<file path="config.mk">
export PLATFORM = sky130hd
export DESIGN_NAME = irpwm_host
export DESIGN_NICKNAME = d
export VERILOG_FILES = /design/src/rtl/irpwm_pkg.sv /design/src/rtl/irpwm_sync.sv /design/src/rtl/irpwm_host.sv
export SDC_FILE = /design/constraint.sdc
export NUM_CORES = 1
export LEC_CHECK = 0
export BUFFER_PORTS_ARGS = -buffer_cell sky130_fd_sc_hd__buf_2
export CORE_MARGIN = 5
export CORE_UTILIZATION = 55
export DETAILED_ROUTE_END_ITERATION = 8
export GPL_TIMING_DRIVEN = 1
export PLACE_DENSITY = 0.69
export SLEW_MARGIN = 20
export SYNTH_ARGS = -nofsm -noshare
export SYNTH_HDL_FRONTEND = slang
export SYNTH_HIERARCHICAL = 1
export SYNTH_SLANG_ARGS = --single-unit
export TNS_END_PERCENT = 5
</file>
<file path="constraint.sdc">
create_clock -name clk -period 4.93 [get_ports clk]
set_clock_uncertainty 0.05 [all_clocks]
set_input_delay 0.7395 -clock clk [delete_from_list [all_inputs] [get_ports clk]]
set_output_delay 0.7395 -clock clk [all_outputs]
set_load 0.05 [all_outputs]
</file>
<file path="src/rtl/irpwm_pkg.sv">
// package: constants and carrier types of the infrared pulse-width mode host controller
package irpwm_pkg;
  localparam int CLK_PERIOD_PS = 8000;
  // least times round up, longest times round down
  localparam int T_SETUP_NS = 200;
  localparam int T_HOLD_NS = 200;
  localparam int T_PROG_MAX_US = 600;
  localparam int T_LONG_SD_US = 1500;
  localparam int T_TX_MAX_US = 80;
  localparam int T_PULSE_SHORT_NS = 400;
  localparam int T_PULSE_LONG_NS = 2000;
  localparam int SETUP_CYC = (T_SETUP_NS * 1000 + CLK_PERIOD_PS - 1) / CLK_PERIOD_PS;
  localparam int HOLD_CYC = (T_HOLD_NS * 1000 + CLK_PERIOD_PS - 1) / CLK_PERIOD_PS;
  localparam int PROG_MAX_CYC = (T_PROG_MAX_US * 1000000) / CLK_PERIOD_PS;
  localparam int LONG_SD_CYC = (T_LONG_SD_US * 1000000 + CLK_PERIOD_PS - 1) / CLK_PERIOD_PS;
  localparam int TX_MAX_CYC = (T_TX_MAX_US * 1000000) / CLK_PERIOD_PS;
  localparam int SHORT_PULSE_CYC = (T_PULSE_SHORT_NS * 1000) / CLK_PERIOD_PS;
  localparam int LONG_PULSE_CYC = (T_PULSE_LONG_NS * 1000) / CLK_PERIOD_PS;
  localparam int CNT_W = 18;
  localparam logic MODE_SHORT = 1'b0;
  localparam logic MODE_LONG = 1'b1;

  typedef enum logic [1:0]
  {
    IRPWM_CMD_NONE,
    IRPWM_CMD_SET_LONG,
    IRPWM_CMD_SET_SHORT,
    IRPWM_CMD_SHUTDOWN
  } irpwm_cmd_t;

  // pins toward the transceiver
  typedef struct packed
  {
    logic shutdown_input;
    logic tx_data;
  } irpwm_pins_t;
endpackage

</file>
<file path="src/rtl/irpwm_sync.sv">
// two-flop synchroniser for the receive pin
`timescale 1ns/100ps
module irpwm_sync
  import irpwm_pkg::*;
(
  input wire logic clk,
  input wire logic rst,
  input wire logic async_in,
  output logic sync_out
);
  logic meta_reg;

  // rx idles high (pull-up), so reset to high avoids a false edge
  always_ff @(posedge clk)
  begin
    if (rst)
    begin
      meta_reg <= 1'b1;
      sync_out <= 1'b1;
    end
    else
    begin
      meta_reg <= async_in;
      sync_out <= meta_reg;
    end
  end
endmodule

</file>
<file path="src/rtl/irpwm_host.sv">
// host controller: programs the receive pulse mode and gates transmit data
`timescale 1ns/100ps
// What this block does
// RULE_01 - device powers up in short receive-pulse mode; host mirrors that
// RULE_02 - shutdown held over 1.5 ms resets device to short mode
// RULE_03 - long mode: shutdown high, tx high, wait 200 ns, drop shutdown
// RULE_04 - hold tx level 200 ns after falling shutdown edge, then normal data
// RULE_05 - tx low at latching edge returns device to short 400 ns pulses
// RULE_06 - whole programming sequence finishes within 600 us
// RULE_07 - short shutdown pulse with tx low selects short pulse mode
// RULE_08 - while shutdown high, emitter off and receive output only pulled up
// RULE_09 - emitter cut after 80 us tx high; host limits tx-high holds
// RULE_10 - weak optical input leaves receive output idle high
// RULE_11 - receive low only when shutdown and tx low; ignored while sending
// RULE_12 - latched mode retained until reprogrammed or long shutdown
module irpwm_host
  import irpwm_pkg::*;
#(
  parameter int LONG_SD_CYCLES = LONG_SD_CYC,
  parameter int PROG_MAX_CYCLES = PROG_MAX_CYC
)
(
  input wire logic clk,
  input wire logic rst,
  input wire irpwm_cmd_t cmd,
  input wire logic cmd_valid,
  output logic cmd_ready,
  input wire logic user_tx,
  output logic user_rx_pulse,
  output logic mode_long,
  output logic prog_error,
  output irpwm_pins_t pins,
  input wire logic rx_pin_n
);
  typedef enum logic [2:0]
  {
    ST_IDLE,
    ST_SETUP,
    ST_HOLD,
    ST_LONG_SD
  } irpwm_state_t;

  irpwm_state_t state_reg;
  logic [CNT_W-1:0] cnt_reg;
  logic [CNT_W-1:0] tx_hi_reg;
  logic [CNT_W-1:0] prog_cnt_reg;
  logic target_reg;
  logic mode_reg;
  logic sd_reg;
  logic txd_reg;
  logic err_reg;
  logic rx_sync;
  logic rx_d_reg;
  logic rx_pulse_reg;

  function automatic logic [CNT_W-1:0] cyc(input int n);
    cyc = CNT_W'(n);
  endfunction

  irpwm_sync u_rx_sync
  (
    .clk(clk),
    .rst(rst),
    .async_in(rx_pin_n),
    .sync_out(rx_sync)
  );

  assign cmd_ready = (state_reg == ST_IDLE);
  assign pins = '{shutdown_input: sd_reg, tx_data: txd_reg};
  assign mode_long = mode_reg;
  assign prog_error = err_reg;
  assign user_rx_pulse = rx_pulse_reg;

  // ----------------------------------------
  // sequencer
  // ----------------------------------------
  always_ff @(posedge clk)
  begin
    if (rst)
    begin
      state_reg <= ST_IDLE;
      cnt_reg <= '0;
      target_reg <= MODE_SHORT;
      sd_reg <= 1'b0;
    end
    else
    begin
      case (state_reg)
        ST_IDLE:
        begin
          cnt_reg <= '0;
          if (cmd_valid && cmd == IRPWM_CMD_SET_LONG)
          begin
            target_reg <= MODE_LONG; // RULE_03
            sd_reg <= 1'b1;
            state_reg <= ST_SETUP;
          end
          else if (cmd_valid && cmd == IRPWM_CMD_SET_SHORT)
          begin
            target_reg <= MODE_SHORT; // RULE_05
            sd_reg <= 1'b1;
            state_reg <= ST_SETUP;
          end
          else if (cmd_valid && cmd == IRPWM_CMD_SHUTDOWN)
          begin
            sd_reg <= 1'b1; // RULE_02
            state_reg <= ST_LONG_SD;
          end
        end
        ST_SETUP:
        begin
          cnt_reg <= cnt_reg + 1'b1;
          if (cnt_reg >= cyc(SETUP_CYC))
          begin
            sd_reg <= 1'b0; // RULE_03
            cnt_reg <= '0;
            state_reg <= ST_HOLD;
          end
        end
        ST_HOLD:
        begin
          cnt_reg <= cnt_reg + 1'b1;
          if (cnt_reg >= cyc(HOLD_CYC))
            state_reg <= ST_IDLE; // RULE_04
        end
        ST_LONG_SD:
        begin
          cnt_reg <= cnt_reg + 1'b1;
          if (cnt_reg >= cyc(LONG_SD_CYCLES))
          begin
            sd_reg <= 1'b0; // RULE_02
            state_reg <= ST_IDLE;
          end
        end
        default:
        begin
          sd_reg <= 1'b0;
          state_reg <= ST_IDLE;
        end
      endcase
    end
  end

  // ----------------------------------------
  // tracked device mode
  // ----------------------------------------
  always_ff @(posedge clk)
  begin
    if (rst)
      mode_reg <= MODE_SHORT; // RULE_01
    // every short pulse carries the wanted tx level, so the bare-pulse route never applies
    else if (state_reg == ST_SETUP && cnt_reg >= cyc(SETUP_CYC))
      mode_reg <= target_reg; // RULE_12 RULE_07
    else if (state_reg == ST_LONG_SD && cnt_reg >= cyc(LONG_SD_CYCLES))
      mode_reg <= MODE_SHORT; // RULE_02
  end

  // ----------------------------------------
  // programming window watchdog
  // ----------------------------------------
  // sticky until reset: an overrun means the device state is uncertain
  always_ff @(posedge clk)
  begin
    if (rst)
    begin
      prog_cnt_reg <= '0;
      err_reg <= 1'b0;
    end
    else if (state_reg == ST_SETUP)
    begin
      prog_cnt_reg <= prog_cnt_reg + 1'b1;
      if (prog_cnt_reg >= cyc(PROG_MAX_CYCLES))
        err_reg <= 1'b1; // RULE_06
    end
    else
      prog_cnt_reg <= '0;
  end

  // ----------------------------------------
  // transmit pin
  // ----------------------------------------
  // the level during setup and hold is the target mode bit (target_reg), not user data
  always_ff @(posedge clk)
  begin
    if (rst)
    begin
      txd_reg <= 1'b0;
      tx_hi_reg <= '0;
    end
    else if (state_reg == ST_SETUP || state_reg == ST_HOLD)
    begin
      txd_reg <= target_reg; // RULE_04
      // a high programming level counts toward the emitter limit as well
      tx_hi_reg <= target_reg ? tx_hi_reg + 1'b1 : '0; // RULE_09
    end
    else if (state_reg == ST_LONG_SD)
    begin
      txd_reg <= 1'b0; // RULE_08
      tx_hi_reg <= '0;
    end
    else if (user_tx && tx_hi_reg < cyc(TX_MAX_CYC))
    begin
      txd_reg <= 1'b1;
      tx_hi_reg <= tx_hi_reg + 1'b1;
    end
    else
    begin
      txd_reg <= 1'b0; // RULE_09
      if (!user_tx)
        tx_hi_reg <= '0;
    end
  end

  // ----------------------------------------
  // receive path
  // ----------------------------------------
  // one pulse per falling edge; ignored while shut down or sending (echo)
  always_ff @(posedge clk)
  begin
    if (rst)
    begin
      rx_d_reg <= 1'b1;
      rx_pulse_reg <= 1'b0;
    end
    else
    begin
      rx_d_reg <= rx_sync;
      rx_pulse_reg <= rx_d_reg && !rx_sync && !sd_reg && !txd_reg
        && state_reg == ST_IDLE; // RULE_11 RULE_10 RULE_08
    end
  end
endmodule

</file>
Word-level counts from Yosys, hierarchy flattened --
Index checks and enable logic that the tools add are counted.
Word-level totals: word-level logic and storage cells 84, output and inout port bits 6, bits in registers 66, bits of input ports 7
Operators by class: reduce and logical (&&, ||, !) cells 24, add/sub/neg operators 3, multiplexer cells 27, bitwise operators 2, magnitude comparators 4, equality and inequality tests 11
Operators with widths (count):
- two-way mux 18 bit | 6
- adder 18 x 1 -> 18 bit (second input constant) | 3
- case mux 18 bit (3 select lines) | 1
- >= comparator 18 x 17 -> 1 bit (second input constant) | 1
- >= comparator 18 bit (second input constant) | 1
- >= comparator 18 x 5 -> 1 bit (second input constant) | 1
- < comparator 18 x 14 -> 1 bit (second input constant) | 1
- two-way mux 3 bit | 6
- two-way mux 1 bit | 12
- case mux 3 bit (4 select lines) | 1
- logical AND 1 bit | 10
- != test 4 x 1 -> 1 bit (second input constant) | 2
- AND reduction 4 bit | 2
- equality test 3 x 2 -> 1 bit (second input constant) | 2
- != test 2 bit (second input constant) | 3
- equality test 2 bit (second input constant) | 2
- case mux 1 bit (4 select lines) | 1
- AND reduction 2 bit | 2
- nonzero test 2 bit | 2
- OR reduction 2 bit | 2
- equality test 3 x 1 -> 1 bit (second input constant) | 1
- logical NOT 1 bit | 3
- logical NOT 3 bit | 1
- nonzero test 3 bit | 1
- other kinds (3) | 4

Logic depth before layout (Yosys ltp) --
Gate-level depths: netlist (run 1).
word-level depth 6, mapped depth 9

Cells and area by module --
Netlist (run 1), hierarchy kept.
By module, submodules not included:
- irpwm_host | area each 3224.3 um^2, cells each 389, seq. area each 1261.2 um^2, instances 1
- irpwm_sync | area each 52.6 um^2, cells each 4, seq. area each 40.0 um^2, instances 1

Worst setup path before layout (run 1) --
OpenSTA, ideal clock, no wires.
path kind register -> register, from reg state_reg[0], to reg tx_hi_reg[11], clock period less this slack 2190 ps, slack 2740 ps, arrival 2012 ps, setup time 128 ps, cell stages (with the launch flop) 9, cells stage by stage dfxtp_1 -> inv_1 -> ha_1 -> or3b_2 -> a31oi_2 -> buf_2 -> a211oi_1 -> xnor2_1 -> nor2_1
Between the ends: longest elaborated chain between the ends 3
RTL lines:
- start, declared | RTL line irpwm_host.sv:43 | irpwm_state_t state_reg;
- start signal, assigned | RTL line irpwm_host.sv:81 | state_reg <= ST_IDLE;
- start signal, assigned | RTL line irpwm_host.sv:96 | state_reg <= ST_SETUP;
- start signal, assigned | RTL line irpwm_host.sv:102 | state_reg <= ST_SETUP;
- equality test 3 x 1 -> 1 bit, or another cell as far along | RTL line irpwm_host.sv:190 | else if (state_reg == ST_SETUP || state_reg == ST_HOLD)
- logical OR 1 bit / two-way mux 18 bit (equally long branches) | RTL line irpwm_host.sv:190, irpwm_host.sv:196
- != test 4 x 1 -> 1 bit (no line) / two-way mux 18 bit (equally long branches)
- end signal, assigned | RTL line irpwm_host.sv:194 | tx_hi_reg <= target_reg ? tx_hi_reg + 1'b1 : '0;
- end signal, assigned | RTL line irpwm_host.sv:204 | tx_hi_reg <= tx_hi_reg + 1'b1;
- end, declared | RTL line irpwm_host.sv:45 | logic [CNT_W-1:0] tx_hi_reg;
Several ways; a longest one is shown, not always the timed one. A chain may end at the register's enable or synchronous reset.

Final worst setup path (run 1) --
from reg state_reg[0], to reg tx_hi_reg[16]
Same word-level chain as after synthesis.

==> metrics.md, run 1 <==
| Metric | Value |
|---|---|
| PnR Total Power | 1.36 mW |
| Count of port buffers added during placement | 12 |
| Post-Synthesis Net Count | 412 |
| Sum of routed wire length over all layers | approximately 6100 um |
| Overall via count from detail_route | 2652 |
| Placeable core region | 5850 um2 |
| Most frequent standard cell in the layout excluding fill and tap cells | dfxtp_1 |
| Synthesized instance count | a little under 400 |
| Clock transition at the registers of the reported paths | 0.07 ns |
| Antenna violations before repair | 0 |
| Post-route fraction of the period consumed by the critical path | a little under three fifths |
| Final hold viol count | 0 |
| CP Cell Sequence | inv_1 -> ha_1 -> or3b_2 -> a31oi_2 -> a21oi_1 -> a31o_2 -> a21oi_1 |
| Data arrival time of the critical path | between 2 and 3 ns |
| Proportion of synthesized flip-flops having asynchronous set or reset | 0% |
| Type of element capturing the critical path | flop |
| Maximum operating frequency | 369 MHz |
| Area delta synth->final | 9.47% |
| Worst IR drop on VDD | 285 uV |
| Critical path startpoint category | flop |
| Combined buffer and inverter count along the critical path | 1 |
| Top-level I/O count | 13 |
| Remaining global-route overflow | 0 |
| Hold-fix buffers, CTS | 0 |
| Post-CTS Repair Setup Buffers | 0 |
| Synth area leaders | dfxtp_1 (40%), xnor2_1 (8.8%), nor2_1 (6.8%) |
| Yosys warns | 6 |
| Critical path fanouts, max | 16 |
| Synth top area share | 39.7% |
| Count of flip-flops with a built-in enable after synthesis | 0 |
| P_leak | 1.13 nW |
| Die Outline Area | 7600 um2 |
| Fin crit period | 2.71 ns |
| Largest net degree at the start of global routing | 21 |
| TritonCTS clock tree | yes |
| Most common flop cell mapped by yosys | dfxtp_1 |
| Max H-tree Level | 3 |
| Chip Width | between 80 and 90 um |
| Most frequent cell on the critical path | a21oi_1 |
| Cell taking the most area after synthesis | dfxtp_1 |
| Clock Root Buffer | clkbuf_8 |
| GRT Util Overall | 18.2% |
| Number of setup violations in the final report | 0 |
| Std-Cell Rows | 28 |
| Placer Congestion | 0.842 |
| Clock latency at the later pin of the worst-skew pair | 0.34 ns |
| Final TNS setup | 0 ns |
| Fraction of layout cells with a size suffix above 1 | 9.09% |
| CP peak stage delay | 0.62 ns |
| Critical path class | flop to flop |
| First DRT Iteration DRCs | 118 |
| Max-slew violation total from the final report | 0 |
| Leading cell types in the layout, fill and taps excluded | dfxtp_1 (65), nor2_1 (59), xnor2_1 (33), nand2_1 (25), inv_1 (22) |
| Total clock sinks | 65 |
| CTS-repair resized insts | 0 |
| Max transition margin | between 40% and 50% |
| Total CTS buffers | 9 |
| Fin nets | 421 |
| Hold/Removal Path Class | flop to flop |
| Max-cap violations | 0 |
| Top delay family on crit path | compound AO/OA/AOI/OAI gates |
| First-pass GRT wire length | 11200 um |
| Placed wire-length estimate | 4310 um |
| DRC violations left | 0 |
| Average footprint of a synthesized cell | 8.34 um2 |
| Die Y | 87.2 um |
| Post-DR wirelength/cell | 12.7 um |
| Library cell contributing the largest single delay on the critical path | a31oi_2 |
| Slew @ Worst Pin | 0.754 ns |
| Antenna diode count | 0 |
| Post-synthesis sequential element count | 65 |
| Vias in the first global route | 2488 |
| Sequential cell area fraction in the yosys report | 39.7% |
| Post-route ant nets | 0 |
| Power per unit of standard cell area | 380 nW/um2 |
| CTS Buffer Depth | 2 |
| CP Data Required Time | 5.15 ns |
| Post-Syn Area | between 3000 and 4000 um2 |
| Setup repair after global routing missed its margin | false |
| Final core area utilization | 61.3% |
| Run status | finished, final reports clean |
| Length of the first detailed-routing pass in iterations | 4 |
| Initial core utilization | 56.0% |
| Count of unique library cells instantiated by Yosys | 48 |
| Via-per-instance ratio | around 5.5 |
worst register-to-register path: stages, from the launching register on:
cell	delay (ns)
dfxtp_1	0.39
inv_1	0.11
ha_1	0.34
or3b_2	0.48
a31oi_2	0.62
a21oi_1	0.24
a31o_2	0.30
a21oi_1	0.11
worst paths after layout:
path,from,to,slack (ns),depth (start not counted)
hold reg to reg,u_rx_sync/meta_reg,u_rx_sync/sync_out,0.37,1
setup reg to reg,state_reg[0],tx_hi_reg[16],2.22,7
setup / recovery,state_reg[0],tx_hi_reg[16],2.22,7
hold / removal,u_rx_sync/meta_reg,u_rx_sync/sync_out,0.37,1
where the power goes:
group	internal, mW	total, mW	switching, mW
Sequential	0.550	0.571	0.0208
Clock	0.284	0.492	0.208
Combinational	0.0921	0.301	0.209
logic make-up after synthesis:
logic type                 count (synthesis)  synth area share (%)
AOI/OAI and AO/OA                         66                  13.3
xor gates and xnor gates                  40                  10.7
buffers and inverters                     36                  4.54
muxes                                      1                 0.305
and+or+nand+nor                          173                  26.8
adders and majority gates                 12                  4.58
DFF                                       65                  39.7
cell type report:
class                      instances  area, um2
multi-input combinational        292       1830
sequential                        65       1300
clock inverter                     7       95.1
tap                               75       93.8
timing repair buffer              12       60.1
fill                             527       2260
inverter                          22       82.6
clock buffer                       9        124
per-layer routing:
layer / track usage (%) / part of all wire [%] / vias to the layer above
li1: - / - / 1386
met1: 25.3 / 51 / 1226
met5: 0 / 0 / -
met2: 27.1 / 45 / 30
met4: 8.51 / 1.7 / 0
met3: 3.69 / 2.5 / 10
Yosys cell counts (2+ instances only):
| master | n |
|---|---|
| nand2b_1 | 5 |
| and2_1 | 2 |
| nand3_1 | 19 |
| a2111oi_1 | 2 |
| buf_2 | 5 |
| or2_1 | 2 |
| clkbuf_1 | 6 |
| dfxtp_1 | 65 |
| buf_4 | 2 |
| ha_1 | 12 |
| a21oi_1 | 19 |
| or3_1 | 7 |
| a211oi_1 | 11 |
| nor2b_1 | 3 |
| nand2_1 | 25 |
| or4_1 | 2 |
| a2111oi_0 | 2 |
| o21ai_0 | 14 |
| nand4_1 | 13 |
| nand4b_1 | 2 |
| nor2_1 | 59 |
| o21a_1 | 3 |
| nor4_1 | 5 |
| a21o_1 | 2 |
| xor2_1 | 7 |
| o211ai_1 | 3 |
| and4_1 | 2 |
| and3_1 | 6 |
| nor3_1 | 13 |
| xnor2_1 | 33 |
| o31ai_1 | 3 |
| nor3b_1 | 2 |
| inv_1 | 22 |
stage by stage:
step / setup slack (ns) / instance area [um2] / hold slack, ns / cells
2_1_floorplan: 2.74 / 3280 / 0.335 / 393
3_3_place_gp: 2.30 / 3360 / 0.351 / 466
3_5_place_dp: 2.26 / 3360 / 0.355 / 466
4_1_cts: 2.21 / 3580 / 0.372 / 482
5_1_grt: 2.01 / 3590 / 0.379 / 482
6_report: 2.22 / 3590 / 0.366 / 482
No activity file was read; power rests on OpenSTA's default activity.
==> run 2: changes to the inputs <==
- ABC_AREA: default -> 1
- PLACE_DENSITY: 0.69 -> 0.72
- clock period: 4.93 -> 2.26 ns (I/O delays scaled with it)
==> run 2 against run 1 <==
Clock power is 100% higher. Total power is 120% higher. Register-to-register slack worse by 1.9 ns. Sequential power is 120% higher. Area after synthesis is 12% higher. Cell count is 34% higher. Worst hold slack worse by 0.24 ns. Largest cell class unchanged. Largest power group unchanged.
==> metrics.md, run 2 <==
| Metric | Value |
|---|---|
| Run status | finished, final reports clean (unchanged) |
| Clock Root Buffer | clkbuf_8 (unchanged) |
| Placer Congestion | 0.902 (was 0.842) |
| Critical path startpoint category | flop (unchanged) |
| Maximum operating frequency | 526 MHz (was 369 MHz) |
| Cell taking the most area after synthesis | dfxtp_1 (unchanged) |
| Post-route ant nets | 0 (unchanged) |
| Synthesized instance count | 547 (was 393) |
| Setup repair after global routing missed its margin | false (unchanged) |
| Total clock sinks | 65 (unchanged) |
| Proportion of synthesized flip-flops having asynchronous set or reset | 0% (unchanged) |
| Internal power contribution | 1.96 mW (was 0.926 mW) |
| Max transition margin | 70.4% (was 49.6%) |
| Average footprint of a synthesized cell | 6.72 um2 (was 8.34 um2) |
| Net switching component of the power | 1.09 mW (was 0.437 mW) |
| Hold-fix buffers, CTS | 0 (unchanged) |
| Data arrival time of the critical path | 2.09 ns (was 2.93 ns) |
| Overall via count from detail_route | 3319 (was 2652) |
| P_leak | 1.67 nW (was 1.13 nW) |
| Combinational share of power | 25.2% (was 22.1%) |
| Count of port buffers added during placement | 12 (unchanged) |
| Length of the first detailed-routing pass in iterations | 4 (unchanged) |
| Post-DR wirelength/cell | 11.3 um (was 12.7 um) |
| DRC violations left | 0 (unchanged) |
| Most frequent standard cell in the layout excluding fill and tap cells | nand2_1 (was dfxtp_1) |
| Total CTS buffers | 9 (unchanged) |
| Sequential cell area fraction in the yosys report | 35.4% (was 39.7%) |
| GRT Util Overall | 18.4% (was 18.2%) |
| Chip Width | 91.8 um (was 87.2 um) |
| Final TNS setup | 0 ns (unchanged) |
| Most common flop cell mapped by yosys | dfxtp_1 (unchanged) |
| R2R setup slack | 0.36 ns (was 2.22 ns) |
| Startpoint of the most critical register-to-register path | state_reg[0] (unchanged) |
| Std-Cell Rows | 29 (was 28) |
| TritonCTS clock tree | yes (unchanged) |
| Placeable core region | 6420 um2 (was 5850 um2) |
| Count of flip-flops with a built-in enable after synthesis | 0 (unchanged) |
| Die Outline Area | 8420 um2 (was 7600 um2) |
| Area delta synth->final | 8.81% (was 9.47%) |
| Final core area utilization | 62.3% (was 61.3%) |
| CP Data Required Time | 2.45 ns (was 5.15 ns) |
| Vias in the first global route | 2969 (was 2488) |
| CTS Buffer Depth | 2 (unchanged) |
| Post-synthesis sequential element count | 65 (unchanged) |
| Clock latency at the later pin of the worst-skew pair | 0.34 ns (about the same) |
| Via-per-instance ratio | 5.14 (was 5.50) |
| Worst IR drop on VDD | 417 uV (was 285 uV) |
| Synth top area share | 35.4% (was 39.7%) |
| Critical path class | flop to flop (unchanged) |
| Power per unit of standard cell area | 762 nW/um2 (was 380 nW/um2) |
| Post-Syn Area | 3680 um2 (was 3280 um2) |
| Clock transition at the registers of the reported paths | 0.07 ns (about the same) |
| Initial core utilization | 57.3% (was 56.0%) |
| Most used standard cell by instance count after synthesis | nand2_1 (was dfxtp_1) |
| Critical path fanouts, max | 20 (was 16) |
| Max-slew violation total from the final report | 0 (unchanged) |
| CTS-repair resized insts | 0 (unchanged) |
| Placed wire-length estimate | 5630 um (was 4310 um) |
| Leading cell types in the layout, fill and taps excluded | nand2_1 (129), nor2_1 (83), inv_1 (82), dfxtp_1 (65), nand3_1 (31) (was dfxtp_1 (65), nor2_1 (59), xnor2_1 (33), nand2_1 (25), inv_1 (22)) |
| Post-Synthesis Net Count | 566 (was 412) |
| Yosys warns | 6 (unchanged) |
| Clock Power Share | 33.0% (was 36.1%) |
| Hold/Removal Path Class | primary input to flop (was flop to flop) |
| Count of unique library cells instantiated by Yosys | 34 (was 48) |
| Die Y | 91.8 um (was 87.2 um) |
| Top cells by instance count after synthesis | nand2_1 (129), nor2_1 (83), inv_1 (82), dfxtp_1 (65), nand3_1 (31) (was dfxtp_1 (65), nor2_1 (59), xnor2_1 (33), nand2_1 (25), inv_1 (22)) |
| Max H-tree Level | 3 (unchanged) |
| First-pass GRT wire length | 12900 um (was 11200 um) |
| Type of element capturing the critical path | flop (unchanged) |
| Source of the worst hold timing path | rx_pin_n (was u_rx_sync/meta_reg) |
| Fin nets | 583 (was 421) |
| Antenna diode count | 0 (unchanged) |
| Post-CTS Repair Setup Buffers | 0 (unchanged) |
| Post-route fraction of the period consumed by the critical path | 84.2% (was 55.0%) |
| Largest net degree at the start of global routing | 21 (unchanged) |
| Sum of routed wire length over all layers | 7270 um (was 6150 um) |
| Slew @ Worst Pin | 0.443 ns (was 0.754 ns) |
| Number of cells on the worst hold path | 3 (was 1) |
| First DRT Iteration DRCs | 168 (was 118) |
| Fraction of power spent switching nets | 35.6% (was 32.1%) |
| Antenna violations before repair | 0 (unchanged) |
| Remaining global-route overflow | 0 (unchanged) |
| Fin crit period | 1.90 ns (was 2.71 ns) |
| Number of setup violations in the final report | 0 (unchanged) |
| Capture point of the worst reg-to-reg path | tx_hi_reg[10] (was tx_hi_reg[16]) |
| Fraction of layout cells with a size suffix above 1 | 13.4% (was 9.09%) |
| Top-level I/O count | 13 (unchanged) |
| Max-cap violations | 0 (unchanged) |
| Share of power burned in registers | 41.9% (was 41.8%) |
| Synth area leaders | dfxtp_1 (35%), nand2_1 (13%), nor2_1 (8.5%) (was dfxtp_1 (40%), xnor2_1 (8.8%), nor2_1 (6.8%)) |
| Hold EP | u_rx_sync/meta_reg (was u_rx_sync/sync_out) |
| Depth of the worst register-to-register path | 10 (was 7) |
| Final hold viol count | 0 (unchanged) |
[run 2: changes by cell type after synthesis, sizes merged, moves of 8 or more]
cell and delta:
a211oi -10, inv +63, nand2 +114, nand3 +15
nand4 +8, nor2 +48, xnor2 -30
[run 2: worst max-delay path, stage by stage, from the launching register on]
cell	delay, ns
dfxtp_1	0.40
inv_1	0.11
ha_1	0.39
nor2_1	0.16
nand2_1	0.07
inv_1	0.07
nand2_2	0.06
buf_4	0.20
nand2_1	0.09
xor2_1	0.16
nor2_1	0.05
[run 2: kinds of logic after synthesis]
group	count (synthesis)	share of synthesized area [%]
and+or+nand+nor	321	40.9
buffers and inverters	94	10.3
DFF	65	35.4
AOI/OAI and AO/OA	41	5.99
xor gates and xnor gates	14	3.33
adders and majority gates	12	4.08
[run 2: cell type report]
cell class | instances | area (um2)
Multi-Input combinational cell | 388 | 2000
Sequential cell | 65 | 1300
Clock inverter | 6 | 67.6
Inverter | 85 | 319
Tap cell | 77 | 96.3
Clock buffer | 10 | 138
Fill cell | 615 | 2420
Timing Repair Buffer | 15 | 82.6
[run 2: layer usage]
metal | routed length [um] | up-vias | track usage, %
met4 | 71 | 0 | 5.57
met1 | 3600 | 1507 | 24.3
li1 | - | 1745 | -
met3 | 293 | 7 | 4.26
met2 | 3300 | 60 | 29.9
met5 | 0 | - | 0
[run 2: worst max-delay path by stage]
stage | startpoint | endpoint
finish | state_reg[0] | tx_hi_reg[10]
global route | state_reg[0] | tx_hi_reg[10]
CTS | state_reg[0] | tx_hi_reg[10]
detailed placement | state_reg[0] | tx_hi_reg[10]
global placement | state_reg[0] | tx_hi_reg[10]
floorplan | state_reg[0] | tx_hi_reg[6]
[run 2: power by group through the flow]
stage / logic, mW / registers, mW / clock network (mW)
after detailed placement: 0.768 / 1.30 / 0
after global placement: 0.736 / 1.30 / 0
after floorplan: 0.622 / 1.29 / 0
final: 0.767 / 1.28 / 1.00
after CTS: 0.772 / 1.27 / 1.03
after global routing: 0.862 / 1.29 / 1.08
[run 2: stage by stage]
| stage | cell area [um2] | power, mW | setup slack, ns | hold WS, ns | std cells |
|---|---|---|---|---|---|
| after floorplan | 3680 | 1.91 | 0.583 | 0.330 | 547 |
| after global placement | 3800 | 2.03 | 0.478 | 0.334 | 630 |
| final | 4000 | 3.05 | 0.358 | 0.122 | 646 |
| after detailed placement | 3800 | 2.07 | 0.377 | 0.344 | 630 |
| after CTS | 4000 | 3.08 | 0.361 | 0.105 | 646 |
| after global routing | 4000 | 3.23 | 0.110 | 0.112 | 646 |
